$ cat src/design/usdp_pkg.sv
// Constants shared by the UART shadow data port.
`default_nettype none
package usdp_pkg;
  // Two documented alias addresses; the other fourteen sit around them at a word stride.
  localparam logic [31:0] ADDR_ALIAS_DATA_11 = 32'h5000_115c;
  localparam logic [31:0] ADDR_ALIAS_DATA_12 = 32'h5000_1160;
  localparam logic [31:0] ALIAS_STRIDE       = 32'h0000_0004;
  localparam logic [31:0] ALIAS_11_INDEX     = 32'h0000_000b;
  localparam logic [31:0] DATA_BASE          =
    32'(ADDR_ALIAS_DATA_11 - ALIAS_11_INDEX * ALIAS_STRIDE);
  localparam logic [31:0] ALIAS_SPAN         = 32'h0000_0040;
  localparam logic [31:0] CTRL_OFS           = 32'h0000_0040;
  localparam logic [31:0] STAT_OFS           = 32'h0000_0044;
  localparam int          FIFO_DEPTH         = 16;
  localparam int          CHAR_W             = 8;
  localparam int          CTRL_FIFO_EN_BIT   = 0;
  localparam int          CTRL_IR_MODE_BIT   = 1;
  localparam int          STAT_DR_BIT        = 0;
  localparam int          STAT_OVR_BIT       = 1;
  localparam int          STAT_TX_HOLDING_EMPTY_FLAG_BIT      = 5;
  localparam logic        FIFO_EN_RESET      = 1'b0;
  localparam logic        IR_MODE_RESET      = 1'b0;
  localparam logic [7:0]  CHAR_RESET         = 8'h00;
  localparam logic [31:0] RDATA_RESET        = 32'h0000_0000;
  localparam logic        HRESP_OKAY         = 1'b0;
endpackage
`default_nettype wire

$ cat src/design/usdp_data_port.sv
// UART shadow data port: aliased receive/transmit data window behind AHB-Lite.
//
// What this block does
// Sixteen 32-bit aliased data locations; data byte sits in bits 7:0.
// Read returns byte received on serial input, or infrared input in IR mode.
// Software trusts read data only while data-ready flag is set.
// FIFO disabled: new character overwrites unread one and flags overrun.
// FIFO enabled: read returns head of receive FIFO.
// Receive FIFO full: keep contents, drop new character, flag overrun.
// Write supplies character for serial output, or infrared output in IR mode.
// Software writes transmit data only while holding-empty flag is set.
// FIFO disabled: write clears holding-empty; further writes overwrite pending data.
// FIFO enabled: writes accepted up to configured depth, sixteen by default.
// Writes while transmit FIFO is full are dropped, contents unchanged.
// Every alias reaches the same receive and transmit storage.
`default_nettype none
module usdp_data_port #(
  parameter int DEPTH = usdp_pkg::FIFO_DEPTH
) (
  // Clock and reset
  input  wire logic        mclk,
  input  wire logic        rst_n,
  // AHB-Lite slave
  input  wire logic        hsel,
  input  wire logic [31:0] haddr,
  input  wire logic [1:0]  htrans,
  input  wire logic        hwrite,
  input  wire logic [2:0]  hsize,
  input  wire logic        hready,
  input  wire logic [31:0] hwdata,
  output logic             hreadyout,
  output logic             hresp,
  output logic [31:0]      hrdata,
  // Characters from the serial and infrared receivers
  input  wire logic [7:0]  ser_rx_char,
  input  wire logic        ser_rx_valid,
  input  wire logic [7:0]  ir_rx_char,
  input  wire logic        ir_rx_valid,
  // Character to the transmitter
  output logic [7:0]       tx_char,
  output logic             tx_char_valid,
  input  wire logic        tx_char_take,
  output logic             tx_ir_mode,
  // Line status bits
  output logic             rx_data_ready_flag,
  output logic             tx_holding_empty_flag,
  output logic             overrun_flag,
  output logic             fifo_enable
);
  localparam int AW = $clog2(DEPTH);
  localparam int CW = AW + 1;
  localparam logic [CW-1:0] FULL = CW'(DEPTH);
  localparam logic [CW-1:0] ONE  = CW'(1);

  logic [7:0]    rx_mem [DEPTH];
  logic [7:0]    tx_mem [DEPTH];
  logic [AW-1:0] rx_rd, rx_wr, tx_rd, tx_wr;
  logic [CW-1:0] rx_cnt, tx_cnt;
  logic          wr_pend, wr_alias, wr_ctrl;
  logic [AW-1:0] next_rx_rd, next_rx_wr, next_tx_rd, next_tx_wr;
  logic [CW-1:0] next_rx_cnt, next_tx_cnt;
  logic          next_wr_pend, next_wr_alias, next_wr_ctrl;
  logic [31:0]   next_hrdata;
  logic [7:0]    next_tx_char;
  logic          next_tx_char_valid, next_tx_ir_mode, next_overrun, next_fifo_enable;
  logic          rx_we, tx_we;
  logic [AW-1:0] rx_waddr, tx_waddr;
  logic [7:0]    rx_wdata, in_char;
  logic          in_valid, acc, rd_alias, rx_pop, tx_pop, tx_push;
  logic [31:0]   off;
  logic [7:0]    rx_head, tx_head;

  assign rx_head = rx_mem[rx_rd];
  assign tx_head = tx_mem[tx_rd];

  always_comb begin
    next_rx_rd         = rx_rd;
    next_rx_wr         = rx_wr;
    next_rx_cnt        = rx_cnt;
    next_tx_rd         = tx_rd;
    next_tx_wr         = tx_wr;
    next_tx_cnt        = tx_cnt;
    next_tx_char       = tx_char;
    next_tx_char_valid = tx_char_valid;
    next_tx_ir_mode    = tx_ir_mode;
    next_fifo_enable   = fifo_enable;
    next_overrun       = overrun_flag;
    next_hrdata        = usdp_pkg::RDATA_RESET;
    // The receive source is chosen first so the write data never sees a stale pick.
    in_valid           = tx_ir_mode ? ir_rx_valid : ser_rx_valid;
    in_char            = tx_ir_mode ? ir_rx_char : ser_rx_char;
    rx_we              = 1'b0;
    rx_waddr           = rx_wr;
    rx_wdata           = in_char;
    tx_we              = 1'b0;
    tx_waddr           = tx_wr;
    // Only whole-word transfers are issued, so byte lanes are not decoded.
    acc           = hsel & hready & htrans[1];
    off           = haddr - usdp_pkg::DATA_BASE;
    next_wr_pend  = acc & hwrite;
    next_wr_alias = off < usdp_pkg::ALIAS_SPAN;
    next_wr_ctrl  = off == usdp_pkg::CTRL_OFS;
    rd_alias      = acc & ~hwrite & (off < usdp_pkg::ALIAS_SPAN);
    rx_pop        = rd_alias & (rx_cnt != '0);
    if (rd_alias) begin
      next_hrdata[7:0] = rx_head;
    end
    if (acc & ~hwrite & next_wr_ctrl) begin
      next_hrdata[usdp_pkg::CTRL_FIFO_EN_BIT] = fifo_enable;
      next_hrdata[usdp_pkg::CTRL_IR_MODE_BIT] = tx_ir_mode;
    end
    // Status read clears the overrun flag; a new overrun below still sets it.
    if (acc & ~hwrite & (off == usdp_pkg::STAT_OFS)) begin
      next_hrdata[usdp_pkg::STAT_DR_BIT]   = rx_cnt != '0;
      next_hrdata[usdp_pkg::STAT_OVR_BIT]  = overrun_flag;
      next_hrdata[usdp_pkg::STAT_TX_HOLDING_EMPTY_FLAG_BIT] = tx_cnt == '0;
      next_overrun                         = 1'b0;
    end
    // Receive path.
    if (rx_pop) begin
      next_rx_rd  = AW'(rx_rd + ONE[AW-1:0]);
      next_rx_cnt = rx_cnt - ONE;
    end
    if (in_valid) begin
      if (fifo_enable && rx_cnt == FULL && !rx_pop) begin
        next_overrun = 1'b1;
      end else if (!fifo_enable && rx_cnt != '0 && !rx_pop) begin
        rx_we        = 1'b1;
        rx_waddr     = rx_rd;
        next_overrun = 1'b1;
      end else begin
        rx_we       = 1'b1;
        next_rx_wr  = AW'(rx_wr + ONE[AW-1:0]);
        next_rx_cnt = next_rx_cnt + ONE;
      end
    end
    // Transmit path: the head moves to the output stage as soon as it is free.
    tx_pop  = (tx_cnt != '0) & (~tx_char_valid | tx_char_take);
    tx_push = wr_pend & wr_alias;
    if (tx_char_take) begin
      next_tx_char_valid = 1'b0;
    end
    if (tx_pop) begin
      next_tx_char       = tx_head;
      next_tx_char_valid = 1'b1;
      next_tx_rd         = AW'(tx_rd + ONE[AW-1:0]);
      next_tx_cnt        = tx_cnt - ONE;
    end
    if (tx_push) begin
      if (fifo_enable && tx_cnt == FULL && !tx_pop) begin
        tx_we = 1'b0;
      end else if (!fifo_enable && tx_cnt != '0 && !tx_pop) begin
        tx_we    = 1'b1;
        tx_waddr = tx_rd;
      end else begin
        tx_we       = 1'b1;
        next_tx_wr  = AW'(tx_wr + ONE[AW-1:0]);
        next_tx_cnt = next_tx_cnt + ONE;
      end
    end
    // Changing the FIFO mode flushes both queues so no stale entries mix modes.
    if (wr_pend & wr_ctrl) begin
      next_fifo_enable = hwdata[usdp_pkg::CTRL_FIFO_EN_BIT];
      next_tx_ir_mode  = hwdata[usdp_pkg::CTRL_IR_MODE_BIT];
      if (next_fifo_enable != fifo_enable) begin
        next_rx_rd  = '0;
        next_rx_wr  = '0;
        next_rx_cnt = '0;
        next_tx_rd  = '0;
        next_tx_wr  = '0;
        next_tx_cnt = '0;
      end
    end
  end

  always_ff @(posedge mclk or negedge rst_n) begin
    if (!rst_n) begin
      rx_rd                 <= '0;
      rx_wr                 <= '0;
      rx_cnt                <= '0;
      tx_rd                 <= '0;
      tx_wr                 <= '0;
      tx_cnt                <= '0;
      wr_pend               <= 1'b0;
      wr_alias              <= 1'b0;
      wr_ctrl               <= 1'b0;
      hreadyout             <= 1'b1;
      hresp                 <= usdp_pkg::HRESP_OKAY;
      hrdata                <= usdp_pkg::RDATA_RESET;
      tx_char               <= usdp_pkg::CHAR_RESET;
      tx_char_valid         <= 1'b0;
      tx_ir_mode            <= usdp_pkg::IR_MODE_RESET;
      fifo_enable           <= usdp_pkg::FIFO_EN_RESET;
      overrun_flag          <= 1'b0;
      rx_data_ready_flag    <= 1'b0;
      tx_holding_empty_flag <= 1'b1;
    end else begin
      rx_rd                 <= next_rx_rd;
      rx_wr                 <= next_rx_wr;
      rx_cnt                <= next_rx_cnt;
      tx_rd                 <= next_tx_rd;
      tx_wr                 <= next_tx_wr;
      tx_cnt                <= next_tx_cnt;
      wr_pend               <= next_wr_pend;
      wr_alias              <= next_wr_alias;
      wr_ctrl               <= next_wr_ctrl;
      hreadyout             <= 1'b1;
      hresp                 <= usdp_pkg::HRESP_OKAY;
      hrdata                <= next_hrdata;
      tx_char               <= next_tx_char;
      tx_char_valid         <= next_tx_char_valid;
      tx_ir_mode            <= next_tx_ir_mode;
      fifo_enable           <= next_fifo_enable;
      overrun_flag          <= next_overrun;
      rx_data_ready_flag    <= next_rx_cnt != '0;
      tx_holding_empty_flag <= next_tx_cnt == '0;
    end
  end

  // Storage arrays carry no reset; an alias read on an empty receive FIFO still returns rx_mem[rx_rd], written or not.
  always_ff @(posedge mclk) begin
    if (rx_we) begin
      rx_mem[rx_waddr] <= rx_wdata;
    end
    if (tx_we) begin
      tx_mem[tx_waddr] <= hwdata[7:0];
    end
  end

  property p_rx_pop;
    @(posedge mclk) disable iff (!rst_n)
      rx_pop && !in_valid && !(wr_pend && wr_ctrl) |=> rx_cnt == $past(rx_cnt) - ONE;
  endproperty
  a_rx_pop: assert property (p_rx_pop) else $error("receive read did not pop");

  property p_rd_data;
    @(posedge mclk) disable iff (!rst_n)
      rx_pop |=> hrdata[7:0] == $past(rx_head) && hrdata[31:8] == '0;
  endproperty
  a_rd_data: assert property (p_rd_data) else $error("read data not head byte");

  property p_rx_full;
    @(posedge mclk) disable iff (!rst_n)
      fifo_enable && rx_cnt == FULL && in_valid && !rx_pop && !(wr_pend && wr_ctrl)
      |=> rx_cnt == FULL && overrun_flag && $stable(rx_wr);
  endproperty
  a_rx_full: assert property (p_rx_full) else $error("full receive FIFO changed");

  property p_rx_ovw;
    @(posedge mclk) disable iff (!rst_n)
      !fifo_enable && rx_cnt != '0 && in_valid && !rx_pop && !(wr_pend && wr_ctrl)
      |=> overrun_flag && rx_cnt == ONE && rx_head == $past(in_char);
  endproperty
  a_rx_ovw: assert property (p_rx_ovw) else $error("overwrite or overrun missing");

  property p_ovr_clr;
    @(posedge mclk) disable iff (!rst_n)
      acc && !hwrite && off == usdp_pkg::STAT_OFS && !in_valid |=> !overrun_flag;
  endproperty
  a_ovr_clr: assert property (p_ovr_clr) else $error("status read kept overrun");

  property p_ir_sel;
    @(posedge mclk) disable iff (!rst_n)
      tx_ir_mode && ir_rx_valid && rx_cnt == '0 && !(wr_pend && wr_ctrl)
      |=> rx_data_ready_flag && rx_head == $past(ir_rx_char);
  endproperty
  a_ir_sel: assert property (p_ir_sel) else $error("infrared byte not captured");

  property p_tx_out;
    @(posedge mclk) disable iff (!rst_n)
      tx_pop |=> tx_char_valid && tx_char == $past(tx_head);
  endproperty
  a_tx_out: assert property (p_tx_out) else $error("transmit head not presented");

  property p_tx_holding_empty_flag_clr;
    @(posedge mclk) disable iff (!rst_n)
      !fifo_enable && tx_push && tx_char_valid && !tx_char_take
      |=> !tx_holding_empty_flag && tx_cnt == ONE;
  endproperty
  a_tx_holding_empty_flag_clr: assert property (p_tx_holding_empty_flag_clr) else $error("holding flag not cleared");

  property p_tx_fill;
    @(posedge mclk) disable iff (!rst_n)
      fifo_enable && tx_push && tx_cnt < FULL && !tx_pop && !(wr_pend && wr_ctrl)
      |=> tx_cnt == $past(tx_cnt) + ONE;
  endproperty
  a_tx_fill: assert property (p_tx_fill) else $error("transmit write not queued");

  property p_tx_drop;
    @(posedge mclk) disable iff (!rst_n)
      fifo_enable && tx_push && tx_cnt == FULL && !tx_pop
      |=> tx_cnt == FULL && $stable(tx_wr);
  endproperty
  a_tx_drop: assert property (p_tx_drop) else $error("write to full FIFO taken");

  c_rx_overrun: cover property (@(posedge mclk) disable iff (!rst_n)
    fifo_enable && rx_cnt == FULL && in_valid);
  c_tx_full: cover property (@(posedge mclk) disable iff (!rst_n)
    fifo_enable && tx_push && tx_cnt == FULL);
  c_alias_read: cover property (@(posedge mclk) disable iff (!rst_n) rx_pop);
  c_ir_send: cover property (@(posedge mclk) disable iff (!rst_n)
    tx_ir_mode && tx_pop);
endmodule
`default_nettype wire

$ cat config.mk
export PLATFORM = sky130hd
export DESIGN_NAME = usdp_data_port
export DESIGN_NICKNAME = d
export VERILOG_FILES = /design/src/design/usdp_pkg.sv /design/src/design/usdp_data_port.sv
export SDC_FILE = /design/constraint.sdc
export NUM_CORES = 1
export LEC_CHECK = 0
export BUFFER_PORTS_ARGS = -buffer_cell sky130_fd_sc_hd__buf_2
export CAP_MARGIN = 20
export CORE_UTILIZATION = 59
export DETAILED_ROUTE_END_ITERATION = 10
export GPL_TIMING_DRIVEN = 0
export MAX_ROUTING_LAYER = met4
export PLACE_DENSITY = 0.79
export SETUP_SLACK_MARGIN = 0.02
export SLEW_MARGIN = 20
export SYNTH_ARGS = -nofsm -noshare
export SYNTH_HDL_FRONTEND = slang
export SYNTH_SLANG_ARGS = --single-unit
$ cat constraint.sdc
create_clock -name mclk -period 3.9 [get_ports mclk]
set_input_delay 0.195 -clock mclk [delete_from_list [all_inputs] [get_ports mclk]]
set_output_delay 0.195 -clock mclk [all_outputs]
set_load 0.005 [all_outputs]
## Yosys cells after proc, flatten, opt, wreduce, memory -nomap -nowiden

Memory sizes are Yosys's and may differ from the RTL's. A register that Yosys moved wholly into a read port is not among the register bits.
Index checks and enable logic that the tools add are counted.

- Add/subtract/negate cells: 9
- Order comparisons: 1
- Equality and inequality tests: 5
- Muxes and demuxes: 54
- Bitwise operators: 14
- Reductions and logical operators: 18

Operators by type and width:

| cell | count |
|---|---|
| 4-bit 2-to-1 mux | 22 |
| 32-bit by 7-bit equality test with 1-bit output, second input constant | 2 |
| 5-bit 2-to-1 mux | 12 |
| 32-bit by 7-bit < comparator with 1-bit output, second input constant | 1 |
| 32-bit by 31-bit subtractor with 32-bit output, second input constant | 1 |
| 4-bit by 1-bit adder with 4-bit output, second input constant | 4 |
| 1-bit 2-to-1 mux | 16 |
| 8-bit 2-to-1 mux | 2 |
| 5-bit nonzero test | 3 |
| 1-bit bitwise AND | 11 |
| 5-bit by 1-bit adder with 5-bit output, second input constant | 2 |
| 5-bit equality test, second input constant | 2 |
| 5-bit logical NOT | 2 |
| 5-bit by 1-bit subtractor with 5-bit output, second input constant | 2 |
| 1-bit logical AND | 8 |
| 1-bit logical NOT | 4 |
| 2-bit 2-to-1 mux | 2 |
| 1-bit NOT | 2 |
| 2-bit nonzero test | 1 |
| 1-bit != test | 1 |
| 1-bit bitwise OR | 1 |

- Register bits after elaboration: 43
- Bits in writable memories: 256
- Input port bits: 93
- Output and inout port bits: 48
- Word-level logic and storage cells: 119
- Memories kept: 2

Memory list:

| memory | words | width | rd ports | clocked after memory_dff | write ports | line | source |
|---|---|---|---|---|---|---|---|
| rx_mem | 16 | 8 | 1 | 0 | 1 | usdp_data_port.sv:55 | `logic [7:0] rx_mem [DEPTH];` |
| tx_mem | 16 | 8 | 1 | 1 | 1 | usdp_data_port.sv:56 | `logic [7:0] tx_mem [DEPTH];` |

## Depth between registers and ports, before layout

Gate-level depths: netlist of run 1.

- Depth after elaboration: 13
- Gate-level depth with buffers: 15
- Gate-level depth less buffers: 15

## Worst setup path before layout of run 1

OpenSTA, ideal clock, no wires.

- Kind: in2reg
- Start: input haddr[21]
- End: memory rx_mem[0][0] (enable)
- Library setup time: 0.370 ns
- Arrival: 3.737 ns
- Data required time: 3.530 ns
- Slack: -0.207 ns
- Stages on the path: 12
- Buffers on the path: 2
- Cell sequence: or4_4 or4_1 buf_2 o31a_1 o31a_1 or4b_1 o21ai_1 or3_1 buf_2 mux2i_1 nand2_1 nor2_1

- Cells in the longest elaborated chain, start to end: 10
- Elaborated cells between the ends (all ways): 14

RTL lines:

| what | line | source |
|---|---|---|
| from (decl) | usdp_data_port.sv:25 | `input wire logic [31:0] haddr,` |
| 32-bit by 31-bit subtractor with 32-bit output (*) | usdp_data_port.sv:99 | `off = haddr - usdp_pkg::DATA_BASE;` |
| 32-bit by 7-bit < comparator with 1-bit output (*) | usdp_data_port.sv:103 | `rd_alias = acc & ~hwrite & (off < usdp_pkg::ALIAS_SPAN);` |
| 1-bit bitwise AND (*) | usdp_data_port.sv:103 |  |
| 1-bit bitwise AND (*) | usdp_data_port.sv:104 | `rx_pop = rd_alias & (rx_cnt != '0);` |
| 1-bit logical NOT (*) | usdp_data_port.sv:125, usdp_data_port.sv:127 |  |
| 1-bit logical AND | usdp_data_port.sv:125 | `if (fifo_enable && rx_cnt == FULL && !rx_pop) begin` |
| 1-bit 2-to-1 mux | usdp_data_port.sv:125 |  |
| 1-bit 2-to-1 mux | usdp_data_port.sv:124 | `if (in_valid) begin` |
| 1-bit 2-to-1 mux | usdp_data_port.sv:222 | `if (rx_we) begin` |
| 1-bit 2-to-1 mux (not written as such) | usdp_data_port.sv:223 | `rx_mem[rx_waddr] <= rx_wdata;` |
| to (decl) | usdp_data_port.sv:55 |  |

Mark *: on every way between the ends. The rest lies on a longest branch, timed or not.

## Worst setup path after layout of run 1

- Start: input haddr[21]
- End: memory rx_mem[7][7] (enable)

The elaborated chain is that of the path after synthesis.

==> impl_metrics.py, run 1 <==
metrics = {
    "run_status": {
        "status": "finished, violations left",
        "violations": "design-rule violations",
    },
    "synthesis": {
        "ys_ff_latch": 307,
        "synth_cell_types": 59,
        "synth_warnings": 0,
        "avgSynthCellArea_um2": 16.0,
        "netlist_area_um2": 13300,
        "yosysSeqAreaShare": 0.675,
        "ys_async_sr_fraction": 0.166,
        "ys.flop_type": "edfxtp_1",
        "syn_inst": 829,
        "synth_edf_count": 256,
    },
    "die": {
        "start_util": 0.604,
        "core_um2": 22000,
        "die_w_um": 152,
        "fp.dieH_um": 152,
        "io_pins": 141,
        "dieArea_um2": 23100,
        "rows": 54,
    },
    "cts": {
        "worstSkewPairLatency_ns": 0.55,
        "h-tree-depth": 1,
        "clkTransAtPathRegs_ns": 0.06,
        "cts_sinks": 307,
        "root_buffer": "clkbuf_16",
        "numCtsBuffers": 31,
        "ctsLongestPathBuffers": 3,
        "cts_tree": "yes",
    },
    "finish": {
        "final_cells": 1291,
        "final_nets": 1089,
        "antenna_cells": 0,
        "fillers": 1386,
        "layout-drive-gt1-share": 0.279,
        "area_delta_synth_final_pct": 17.1,
    },
    "critical_path": {
        "cpMaxStageDelayCell": "or4b_1",
        "cp_top_family": "simple AND/OR/NAND/NOR gates",
        "critPathKind": "input port to register",
        "slowest_delay_ns": 0.60,
        "worst-path-max-fanout": 9,
        "arrival_ns": 4.09,
        "cp_cell_sequence": "buf_2 > or4_4 > or4_1 > buf_2 > o31a_1 > o31a_1 > or4b_1 > o21ai_2 > or3_1 > buf_4 > nor3b_1 > a31oi_2 > nor2b_4 > buf_12",
        "cp-start-kind": "input port",
        "endpoint_kind": "register",
        "cp.required_ns": 4.21,
        "path_buf_inv": 4,
    },
    "sta": {
        "hold_violations": 0,
        "setup_viol": 0,
        "tns_ns": 0,
        "worst_pin_slew_ns": 0.947,
        "drv_slew": 0,
        "finClkSkew_ns": 0.0110,
        "max_slew_margin": 0.366,
        "fin_crit_sh": 0.969,
        "rsz0062_at_grt": "true",
        "min_period_ns": 3.78,
        "max_freq_ghz": 0.265,
    },
    "flow_run": {
        "maxCapViolCount": 0,
    },
    "route": {
        "first_iter_violations": 976,
        "viasPerCell": 6.24,
        "num_vias": 8061,
        "dr.pass1.iters": 8,
        "drc": 33,
        "ant_nets": 0,
        "wl_per_cell_um": 22.9,
        "wl_um": 29600,
    },
    "global_route": {
        "grt_usage": 0.267,
        "grt.overflow.total": 0,
        "grt_max_degree": 52,
        "antenna_found_initial": 0,
        "grt_pass1_wl_um": 44900,
        "grt_pass1_vias": 8012,
    },
    "placement": {
        "placed_cells": 1219,
        "hpwl_um": 19200,
        "routabilityCongestion": 0.863,
        "io_buffers": 86,
    },
    "power": {
        "p_leak_nw": 5.30,
        "ir_drop_v": 0.000492,
        "powerDensity_nw_per_um2": 553,
    },
    "hold_path": {
        "hp-class": "input port to register",
    },
}
-- power breakdown --
| part | internal, mW | switching [mW] |
|---|---|---|
| clock | 1.56 | 1.19 |
| combinational | 0.882 | 1.04 |
| sequential | 3.80 | 0.126 |
| total | 6.24 | 2.35 |
-- worst paths after layout --
| path | from | end | slack, ns | cells after the start |
|---|---|---|---|---|
| setup reg to reg | tx_cnt[0] | tx_mem[7][7] | 0.54 | 9 |
| min in group asynchronous | rst_n | rx_data_ready_flag | 0.24 | 2 |
| hold reg to reg | tx_char[2] | tx_char[2] | 0.51 | 1 |
| setup / recovery | haddr[21] | rx_mem[7][7] | 0.12 | 14 |
| hold / removal | tx_char_take | tx_char_valid | 0.01 | 3 |
| max in group asynchronous | rst_n | tx_char[4] | 3.15 | 2 |
-- area by class of cell --
type / instances / area, um2 / share of cell area
Tap cell: 280 / 350 / 0.0226
Timing Repair Buffer: 102 / 703 / 0.0453
Clock inverter: 14 / 101 / 0.00652
Sequential cell: 307 / 8960 / 0.577
Multi-Input combinational cell: 465 / 4170 / 0.268
Buffer: 64 / 344 / 0.0221
Inverter: 17 / 63.8 / 0.00411
Clock buffer: 42 / 837 / 0.0539
-- flip-flops by register name (all words and copies together), names as in the netlist, 4 cells and up --
name / cells
rx_rd: 4
rx_cnt: 5
tx_wr: 4
hrdata: 8
tx_mem: 128
tx_char: 8
tx_rd: 4
rx_wr: 4
rx_mem: 128
tx_cnt: 5
-- cell usage after synthesis, types with 2 or more instances --
cell type / count / area share
buf_2: 3 / 0.0011
a21oi_1: 11 / 0.0041
o31a_1: 3 / 0.0020
inv_1: 16 / 0.0045
mux2_2: 19 / 0.016
a211oi_1: 6 / 0.0034
o31ai_1: 3 / 0.0017
o21a_1: 3 / 0.0017
a31oi_1: 10 / 0.0047
and2_1: 3 / 0.0014
nor2_1: 71 / 0.020
nand4_1: 6 / 0.0028
nor4_1: 6 / 0.0028
or3_1: 9 / 0.0042
nor3_1: 19 / 0.0072
nand2b_1: 6 / 0.0028
or4_1: 6 / 0.0034
xnor2_1: 13 / 0.0086
or4_4: 2 / 0.0017
clkbuf_1: 26 / 0.0074
xor2_1: 11 / 0.0073
edfxtp_1: 256 / 0.58
o32ai_1: 4 / 0.0026
mux2i_1: 41 / 0.031
nand2_1: 36 / 0.010
o211ai_1: 4 / 0.0023
nand3_1: 7 / 0.0026
o22ai_1: 6 / 0.0028
mux4_2: 59 / 0.10
nor2b_1: 8 / 0.0038
or2_2: 2 / 0.00094
o21ai_0: 11 / 0.0041
nor3b_1: 10 / 0.0057
conb_1: 2 / 0.00057
o221ai_1: 16 / 0.011
o311a_1: 2 / 0.0015
ha_1: 8 / 0.0075
o21ai_1: 2 / 0.00075
buf_1: 9 / 0.0025
buf_4: 26 / 0.015
dfrtp_1: 50 / 0.094
-- per-layer routing --
layer | vias up | global-route usage | part of all wire
met5 | - | - | 0
met4 | 0 | 0.0763 | 0.019
met3 | 53 | 0.0479 | 0.088
met2 | 461 | 0.425 | 0.49
met1 | 4006 | 0.358 | 0.41
li1 | 3541 | - | -
-- logic make-up (layout without fill, tap and decap cells) --
family / Yosys count / count (layout) / share of synthesized area
DFF: 307 / 307 / 0.675
other: 2 / 26 / 0.000566
and+or+nand+nor: 198 / 198 / 0.0741
muxes: 119 / 119 / 0.147
xor gates and xnor gates: 24 / 24 / 0.0158
AOI/OAI and AO/OA: 90 / 90 / 0.0487
buffers and inverters: 81 / 239 / 0.0305
adders and majority gates: 8 / 8 / 0.00754
-- worst min-delay path: stages --
cell      delay, ns
buf_2          0.08
nand2b_1       0.17
nand2_1        0.07
-- cell usage in the layout, fill, tap and decap left out, types with 16 or more instances in the layout --
master	count
edfxtp_1	256
buf_2	87
nor2_1	59
mux4_2	59
dfrtp_1	50
mux2i_1	40
clkbuf_1	35
nand2_1	34
clkbuf_16	31
buf_4	28
conb_1	26
nor3_1	19
mux2_2	19
inv_1	16
o221ai_1	16
-- repair_timing --
action / CTS / global route
hold buffers: 5 / 0
hold endpoints to repair: 54 / 0
pin swaps: 0 / 8
setup endpoints to repair: 16 / 123
setup buffers: 0 / 11
resized for setup: 0 / 6
-- per-stage QoR --
| step | setup WS, ns | instance area [um2] | hold slack [ns] | power, mW | util |
|---|---|---|---|---|---|
| floorplan | 0.0295 | 13500 | -0.101 | 5.30 | - |
| detailed placement | -0.537 | 14300 | 0.309 | 5.83 | 0.651 |
| global placement | -0.485 | 14300 | 0.452 | 5.76 | 0.651 |
| global route | -0.0392 | 15500 | 0.0182 | 8.93 | 0.707 |
| CTS | 0.00217 | 15300 | 0.0000133 | 8.56 | 0.696 |
| finish | 0.120 | 15500 | 0.0150 | 8.59 | 0.707 |
(Power assumes the default switching activity.)
==> inputs of run 2 (changes only) <==
--- a/config.mk
+++ b/config.mk
@@ -10,10 +10,9 @@
 export CORE_UTILIZATION = 59
 export DETAILED_ROUTE_END_ITERATION = 10
 export GPL_TIMING_DRIVEN = 0
-export MAX_ROUTING_LAYER = met4
 export PLACE_DENSITY = 0.79
 export SETUP_SLACK_MARGIN = 0.02
-export SLEW_MARGIN = 20
+export SLEW_MARGIN = 0
 export SYNTH_ARGS = -nofsm -noshare
 export SYNTH_HDL_FRONTEND = slang
 export SYNTH_SLANG_ARGS = --single-unit
==> run 2 against run 1 <==
Effect of this change:
- the run ends with design-rule violations, negative setup slack left
- sequential power hardly changed
- flip-flop and latch count stayed put
- clock skew up 0.016 ns
- critical path type unchanged
- largest cell class unchanged
==> impl_metrics.py, run 2 (synthesis gave the netlist of run 1 again) <==
metrics = {
    "run_status": {
        "status": "finished, violations left",
        "violations": "design-rule violations, negative setup slack",
    },
    "die": {
        "io_pins": 141,
        "start_util": 0.604,
        "rows": 54,
        "die_w_um": 152,
        "fp.dieH_um": 152,
        "dieArea_um2": 23100,
        "core_um2": 22000,
    },
    "sta": {
        "fin_crit_sh": 1.01,
        "drv_slew": 0,
        "max_freq_ghz": 0.254,
        "setup_viol": 16,
        "rsz0062_at_grt": "true",
        "min_period_ns": 3.94,
        "hold_violations": 0,
        "finClkSkew_ns": 0.0270,
        "holdWs_ns": 0.0236,
        "worst_pin_slew_ns": 0.964,
        "setup_ws_ns": -0.0362,
        "max_slew_margin": 0.357,
    },
    "placement": {
        "dp_slack_ns": -0.564,
        "hpwl_um": 19200,
        "io_buffers": 86,
        "post_dp_cell_area_um2": 14300,
        "routabilityCongestion": 0.846,
    },
    "route": {
        "viasPerCell": 6.12,
        "first_iter_violations": 736,
        "wl_um": 29000,
        "dr.pass1.iters": 8,
        "wl_per_cell_um": 22.5,
        "drc": 34,
        "num_vias": 7893,
        "ant_nets": 0,
    },
    "finish": {
        "final_nets": 1087,
        "layout_common_cells": "256 x edfxtp_1, 88 x buf_2, 59 x nor2_1, 59 x mux4_2, 50 x dfrtp_1",
        "layout_commonest_cell": "edfxtp_1",
        "antenna_cells": 0,
        "final_cell_area_um2": 15500,
        "area_delta_synth_final_pct": 16.9,
        "fillers": 1415,
        "layout-drive-gt1-share": 0.278,
        "top_regs": "rx_mem (128), tx_mem (128)",
    },
    "critical_path": {
        "endpoint_kind": "register",
        "arrival_ns": 4.13,
        "cp.required_ns": 4.10,
        "cp_cell_sequence": "buf_2 > or3_1 > or4_1 > buf_2 > o31a_1 > o31a_1 > or4b_1 > o21ai_2 > or3_1 > buf_4 > mux2i_4 > nor2b_1 > nor2b_2",
        "worst-path-max-fanout": 9,
        "critPathKind": "input port to register",
        "slowest_delay_ns": 0.60,
        "cpMaxStageDelayCell": "or4b_1",
        "cp-start-kind": "input port",
    },
    "power": {
        "ir_drop_v": 0.000483,
        "p_leak_nw": 5.30,
        "power_mw": 8.69,
        "powerDensity_nw_per_um2": 560,
    },
    "global_route": {
        "antenna_found_initial": 0,
        "grt.overflow.total": 0,
        "grt_usage": 0.253,
        "grt_pass1_vias": 7876,
        "grt_max_degree": 29,
        "grt_pass1_wl_um": 44100,
    },
    "flow_run": {
        "maxCapViolCount": 0,
    },
    "cts": {
        "h-tree-depth": 1,
        "root_buffer": "clkbuf_16",
        "clkTransAtPathRegs_ns": 0.06,
        "numCtsBuffers": 31,
        "ctsLongestPathBuffers": 3,
        "worstSkewPairLatency_ns": 0.56,
        "cts_tree": "yes",
        "cts_sinks": 307,
    },
    "hold_path": {
        "hp-class": "input port to register",
    },
}
==> run 2: cell types whose count changed in the layout (fill, tap and decap cells not counted) <==
cell / before / now
buf_2: 87 / 88
clkinv_2: 5 / 4
nor2b_2: 0 / 2
clkbuf_1: 35 / 38
clkinvlp_4: 3 / 1
inv_6: 0 / 2
clkinv_1: 5 / 1
nor2b_4: 4 / 2
buf_12: 11 / 7
dlygate4sd3_1: 5 / 6
bufinv_16: 1 / 2
clkbuf_8: 2 / 4
==> run 2: worst paths after layout <==
| path | start | to | slack, ns | cells after the start |
|---|---|---|---|---|
| worst max-delay path | haddr[15] | rx_mem[3][4] | -0.04 | 13 |
| worst min-delay path | hwdata[2] | tx_mem[6][2] | 0.02 | 1 |
| worst max register to register | rx_rd[0] | rx_mem[3][4] | 0.48 | 6 |
| worst min register to register | tx_char[6] | tx_char[6] | 0.50 | 1 |
| max in group asynchronous | rst_n | tx_holding_empty_flag | 3.02 | 3 |
| min in group asynchronous | rst_n | rx_cnt[4] | 0.22 | 2 |
==> run 2: stage by stage <==
| stage | cells | setup TNS, ns | util |
|---|---|---|---|
| final | 1290 | -0.504 | 0.706 |
| after global routing | 1290 | -2.68 | 0.706 |
| after CTS | 1283 | 0 | 0.700 |
| after detailed placement | 1220 | -55.08 | 0.652 |
| after global placement | 1219 | -48.75 | 0.651 |
| after floorplan | 853 | 0 | - |
==> run 2: where the power goes <==
part	switching, mW	internal (mW)	leakage, nW	total (mW)
clock network	1.19	1.68	0.482	2.87
registers	0.124	3.80	2.93	3.92
logic	1.02	0.872	1.89	1.90
==> run 2: timing repair <==
action,in CTS,in global routing
endpoints found under the setup margin,10,69
hold buffers,6,0
buffers inserted,0,7
pin swaps,0,5
resized for setup,2,2
hold endpoints to repair,29,0
==> run 2: area by class of cell <==
class	count	area, um2	area share
flip-flops and latches	307	8960	0.578
multi-input cells	465	4160	0.268
clock buffers	47	876	0.0565
repair buffers	100	638	0.0411
well taps	280	350	0.0226
plain buffers	64	344	0.0222
clock inverters	10	114	0.00734
inverters	17	63.8	0.00411
==> run 2: critical path, delay by kind of cell <==
kind	cells	cell delay [ns]
muxes	1	0.11
and+or+nand+nor	6	2.56
AOI/OAI and AO/OA	3	0.79
buffers and inverters	3	0.47
==> run 2: metal layers <==
metal / routed length [um] / global-route usage / share of wire
met1: 11800 / 0.345 / 0.40
met2: 14300 / 0.423 / 0.49
met3: 2400 / 0.0479 / 0.083
met4: 558 / 0.0714 / 0.019
met5: 0 / 0 / 0
==> inputs of run 3 (changes only) <==
--- a/config.mk
+++ b/config.mk
@@ -5,6 +5,7 @@
 export SDC_FILE = /design/constraint.sdc
 export NUM_CORES = 1
 export LEC_CHECK = 0
+export ABC_AREA = 1
 export BUFFER_PORTS_ARGS = -buffer_cell sky130_fd_sc_hd__buf_2
 export CAP_MARGIN = 20
 export CORE_UTILIZATION = 59
==> run 3 against run 2 <==
Effect of this change:
- the run now ends clean
- via count grew 36%
- register-to-register slack lost 0.11 ns
- sequential power about the same
- combinational power grew 15%
- utilization decreased by 1.5 points
- critical endpoint is now tx_mem[9][7]
- worst hold slack gained 0.042 ns
- global-route usage is 3.4 points higher
==> impl_metrics.py, run 3 <==
metrics = {
    "run_status": {
        "status": "complete, no violations",
    },
    "finish": {
        "layout_common_cells": "256 x edfxtp_1, 241 x nor2_1, 209 x nand2_1",
        "final_nets": 1603,
        "area_delta_synth_final_pct": 14.4,
        "top_regs": "rx_mem (128), tx_mem (128)",
        "layout_commonest_cell": "edfxtp_1",
        "antenna_cells": 0,
        "fillers": 1719,
        "final_cells": 1845,
        "layout-drive-gt1-share": 0.144,
        "final_util": 0.691,
    },
    "global_route": {
        "grt_max_degree": 39,
        "grt_pass1_vias": 10246,
        "grtUsageMet1": 0.380,
        "grt_pass1_wl_um": 53800,
        "grt_usage": 0.287,
        "use_met3": 0.0380,
        "globalRouteMet2Util": 0.488,
        "grt.busiest_layer": "met2",
        "grt.overflow.total": 0,
        "antenna_found_initial": 0,
    },
    "die": {
        "core_um2": 23500,
        "start_util": 0.604,
        "die_w_um": 157,
        "io_pins": 141,
        "fp.dieH_um": 157,
        "rows": 56,
        "dieArea_um2": 24700,
    },
    "critical_path": {
        "arrival_ns": 3.71,
        "endpoint_kind": "register",
        "critPathKind": "register to register",
        "cp-start-kind": "register",
        "worst-path-max-fanout": 10,
        "cp.required_ns": 4.08,
    },
    "placement": {
        "io_buffers": 84,
        "placed_cells": 1784,
        "routabilityCongestion": 0.899,
        "hpwl_um": 24300,
    },
    "power": {
        "internal-power_mw": 6.40,
        "p_leak_nw": 6.40,
        "switching_share": 0.304,
        "p_comb_frac": 0.237,
        "p_sw_mw": 2.80,
        "powerDensity_nw_per_um2": 565,
        "ir_drop_v": 0.000532,
        "seq_power_share": 0.429,
        "clock_power_share": 0.335,
    },
    "synthesis": {
        "synth_edf_count": 256,
        "yosysSeqAreaShare": 0.630,
        "synth_mux_area_frac": 0.0219,
        "netlist_area_um2": 14200,
        "synth_area_leaders": "edfxtp_1 54%, dfrtp_1 8.8%, nor2_1 6.4%, nand2_1 5.5%, o21ai_0 2.7%",
        "ys_async_sr_fraction": 0.166,
        "synthTopCellsByCount": "256 x edfxtp_1, 242 x nor2_1, 209 x nand2_1",
        "synth_compound_area_frac": 0.103,
        "synth_warnings": 0,
        "synth_top_area_cell": "edfxtp_1",
        "yosysMostFrequentCell": "edfxtp_1",
        "synth_top_cell_area_share": 0.540,
        "ys_ff_latch": 307,
        "ys.flop_type": "edfxtp_1",
        "synth_xor_area_frac": 0.00369,
        "yosys.area_share.adder": 0.00703,
        "syn_inst": 1356,
        "avgSynthCellArea_um2": 10.5,
        "synth_cell_types": 52,
        "synth-simple-area-share": 0.176,
        "synth_top_family_by_area": "simple AND/OR/NAND/NOR gates",
    },
    "cts": {
        "cts_sinks": 307,
        "root_buffer": "clkbuf_16",
        "numCtsBuffers": 30,
        "h-tree-depth": 1,
        "postCtsSetupRepairBufs": 0,
        "cts_tree": "yes",
        "worstSkewPairLatency_ns": 0.56,
        "ctsLongestPathBuffers": 3,
        "clkTransAtPathRegs_ns": 0.07,
    },
    "sta": {
        "max_slew_margin": 0.366,
        "worst_pin_slew_ns": 0.944,
        "min_period_ns": 3.53,
        "rsz0062_at_grt": "false",
        "max_freq_ghz": 0.283,
        "fin_crit_sh": 0.906,
        "setup_viol": 0,
        "drv_slew": 0,
        "hold_violations": 0,
        "tns_ns": 0,
        "finClkSkew_ns": 0.0140,
    },
    "route": {
        "ant_nets": 0,
        "wl_um": 34600,
        "num_vias": 10720,
        "drc": 0,
        "first_iter_violations": 1056,
        "viasPerCell": 5.81,
        "dr.pass1.iters": 8,
        "wl_per_cell_um": 18.7,
    },
    "hold_path": {
        "hp-class": "input port to register",
    },
    "flow_run": {
        "maxCapViolCount": 0,
    },
}
==> run 3: changes by cell type after synthesis, moves of 14 or more <==
cell,change
clkbuf_1,+17
inv_1,+83
a21oi_1,+37
nand2_2,+14
mux2i_1,-20
nand2_1,+173
nor2_1,+171
mux4_2,-59
nand3_1,+56
o21ai_0,+67
==> run 3: power by group through the flow <==
stage	combinational, mW	clock, mW	sequential [mW]
2_1_floorplan	1.45	0	3.97
3_3_place_gp	2.03	0	3.99
3_5_place_dp	2.11	0	4.00
4_1_cts	2.14	3.10	3.94
5_1_grt	2.40	3.25	3.96
6_report	2.18	3.08	3.94
==> run 3: cell families (layout without fill, tap and decap cells) <==
kind of cell	Yosys count	in the layout
and+or+nand+nor	588	588
DFF	307	307
AOI/OAI and AO/OA	229	229
buffers and inverters	186	332
muxes	30	30
adders and majority gates	8	8
xor gates and xnor gates	6	6
other	2	26
==> run 3: timing repair <==
| item | in CTS | in global routing |
|---|---|---|
| endpoints found under the setup margin | 0 | 8 |
| hold buffers | 5 | 0 |
| gates resized for setup | 0 | 1 |
| endpoints found under the hold margin | 53 | 0 |
==> run 3: worst paths after layout <==
| kind | startpoint | to | slack, ns | cells past startpoint |
|---|---|---|---|---|
| worst max register to register | tx_cnt[0] | tx_mem[9][7] | 0.37 | 16 |
| worst min register to register | tx_wr[3] | tx_wr[3] | 0.46 | 1 |
| worst min-delay path | hwdata[3] | tx_mem[11][3] | 0.07 | 1 |
| worst max-delay path | tx_cnt[0] | tx_mem[9][7] | 0.37 | 16 |
| max in group asynchronous | rst_n | tx_holding_empty_flag | 3.19 | 3 |
| min in group asynchronous | rst_n | hrdata[1] | 0.10 | 2 |
==> run 3: layout make-up <==
class	instances	area (um2)	area share
plain buffers	77	400	0.0246
clock buffers	38	822	0.0505
clock inverters	18	245	0.0151
inverters	109	410	0.0252
multi-input cells	887	4550	0.279
flip-flops and latches	307	8960	0.551
well taps	319	399	0.0245
repair buffers	90	490	0.0301
==> run 3: worst max-delay path, cell delays in order (launching register included) <==
cell,delay [ns]
dfrtp_1,0.40
inv_1,0.08
ha_1,0.14
inv_1,0.05
nor3_1,0.26
nand2_1,0.19
nand2_2,0.24
nand4_1,0.12
nand2_1,0.11
inv_1,0.13
nand2_1,0.21
nand2_1,0.07
o21ai_0,0.14
inv_1,0.10
nor2_1,0.18
nand2_1,0.09
nor2_1,0.65
==> run 3: routing by layer <==
layer / vias to the layer above / routed length (um)
met2: 504 / 17000
met5: - / 0
met4: 0 / 1050
li1: 5011 / -
met1: 5119 / 13700
met3: 86 / 2760
==> run 3: per-stage QoR <==
stage / hold WS [ns] / power [mW] / setup slack (ns) / instance area [um2]
6_report: 0.0658 / 9.20 / 0.367 / 16300
3_3_place_gp: 0.449 / 6.02 / 0.379 / 15100
5_1_grt: 0.0553 / 9.61 / 0.0244 / 16300
3_5_place_dp: 0.152 / 6.11 / 0.289 / 15200
4_1_cts: 0.0465 / 9.19 / 0.384 / 16300
2_1_floorplan: -0.101 / 5.42 / 1.17 / 14300
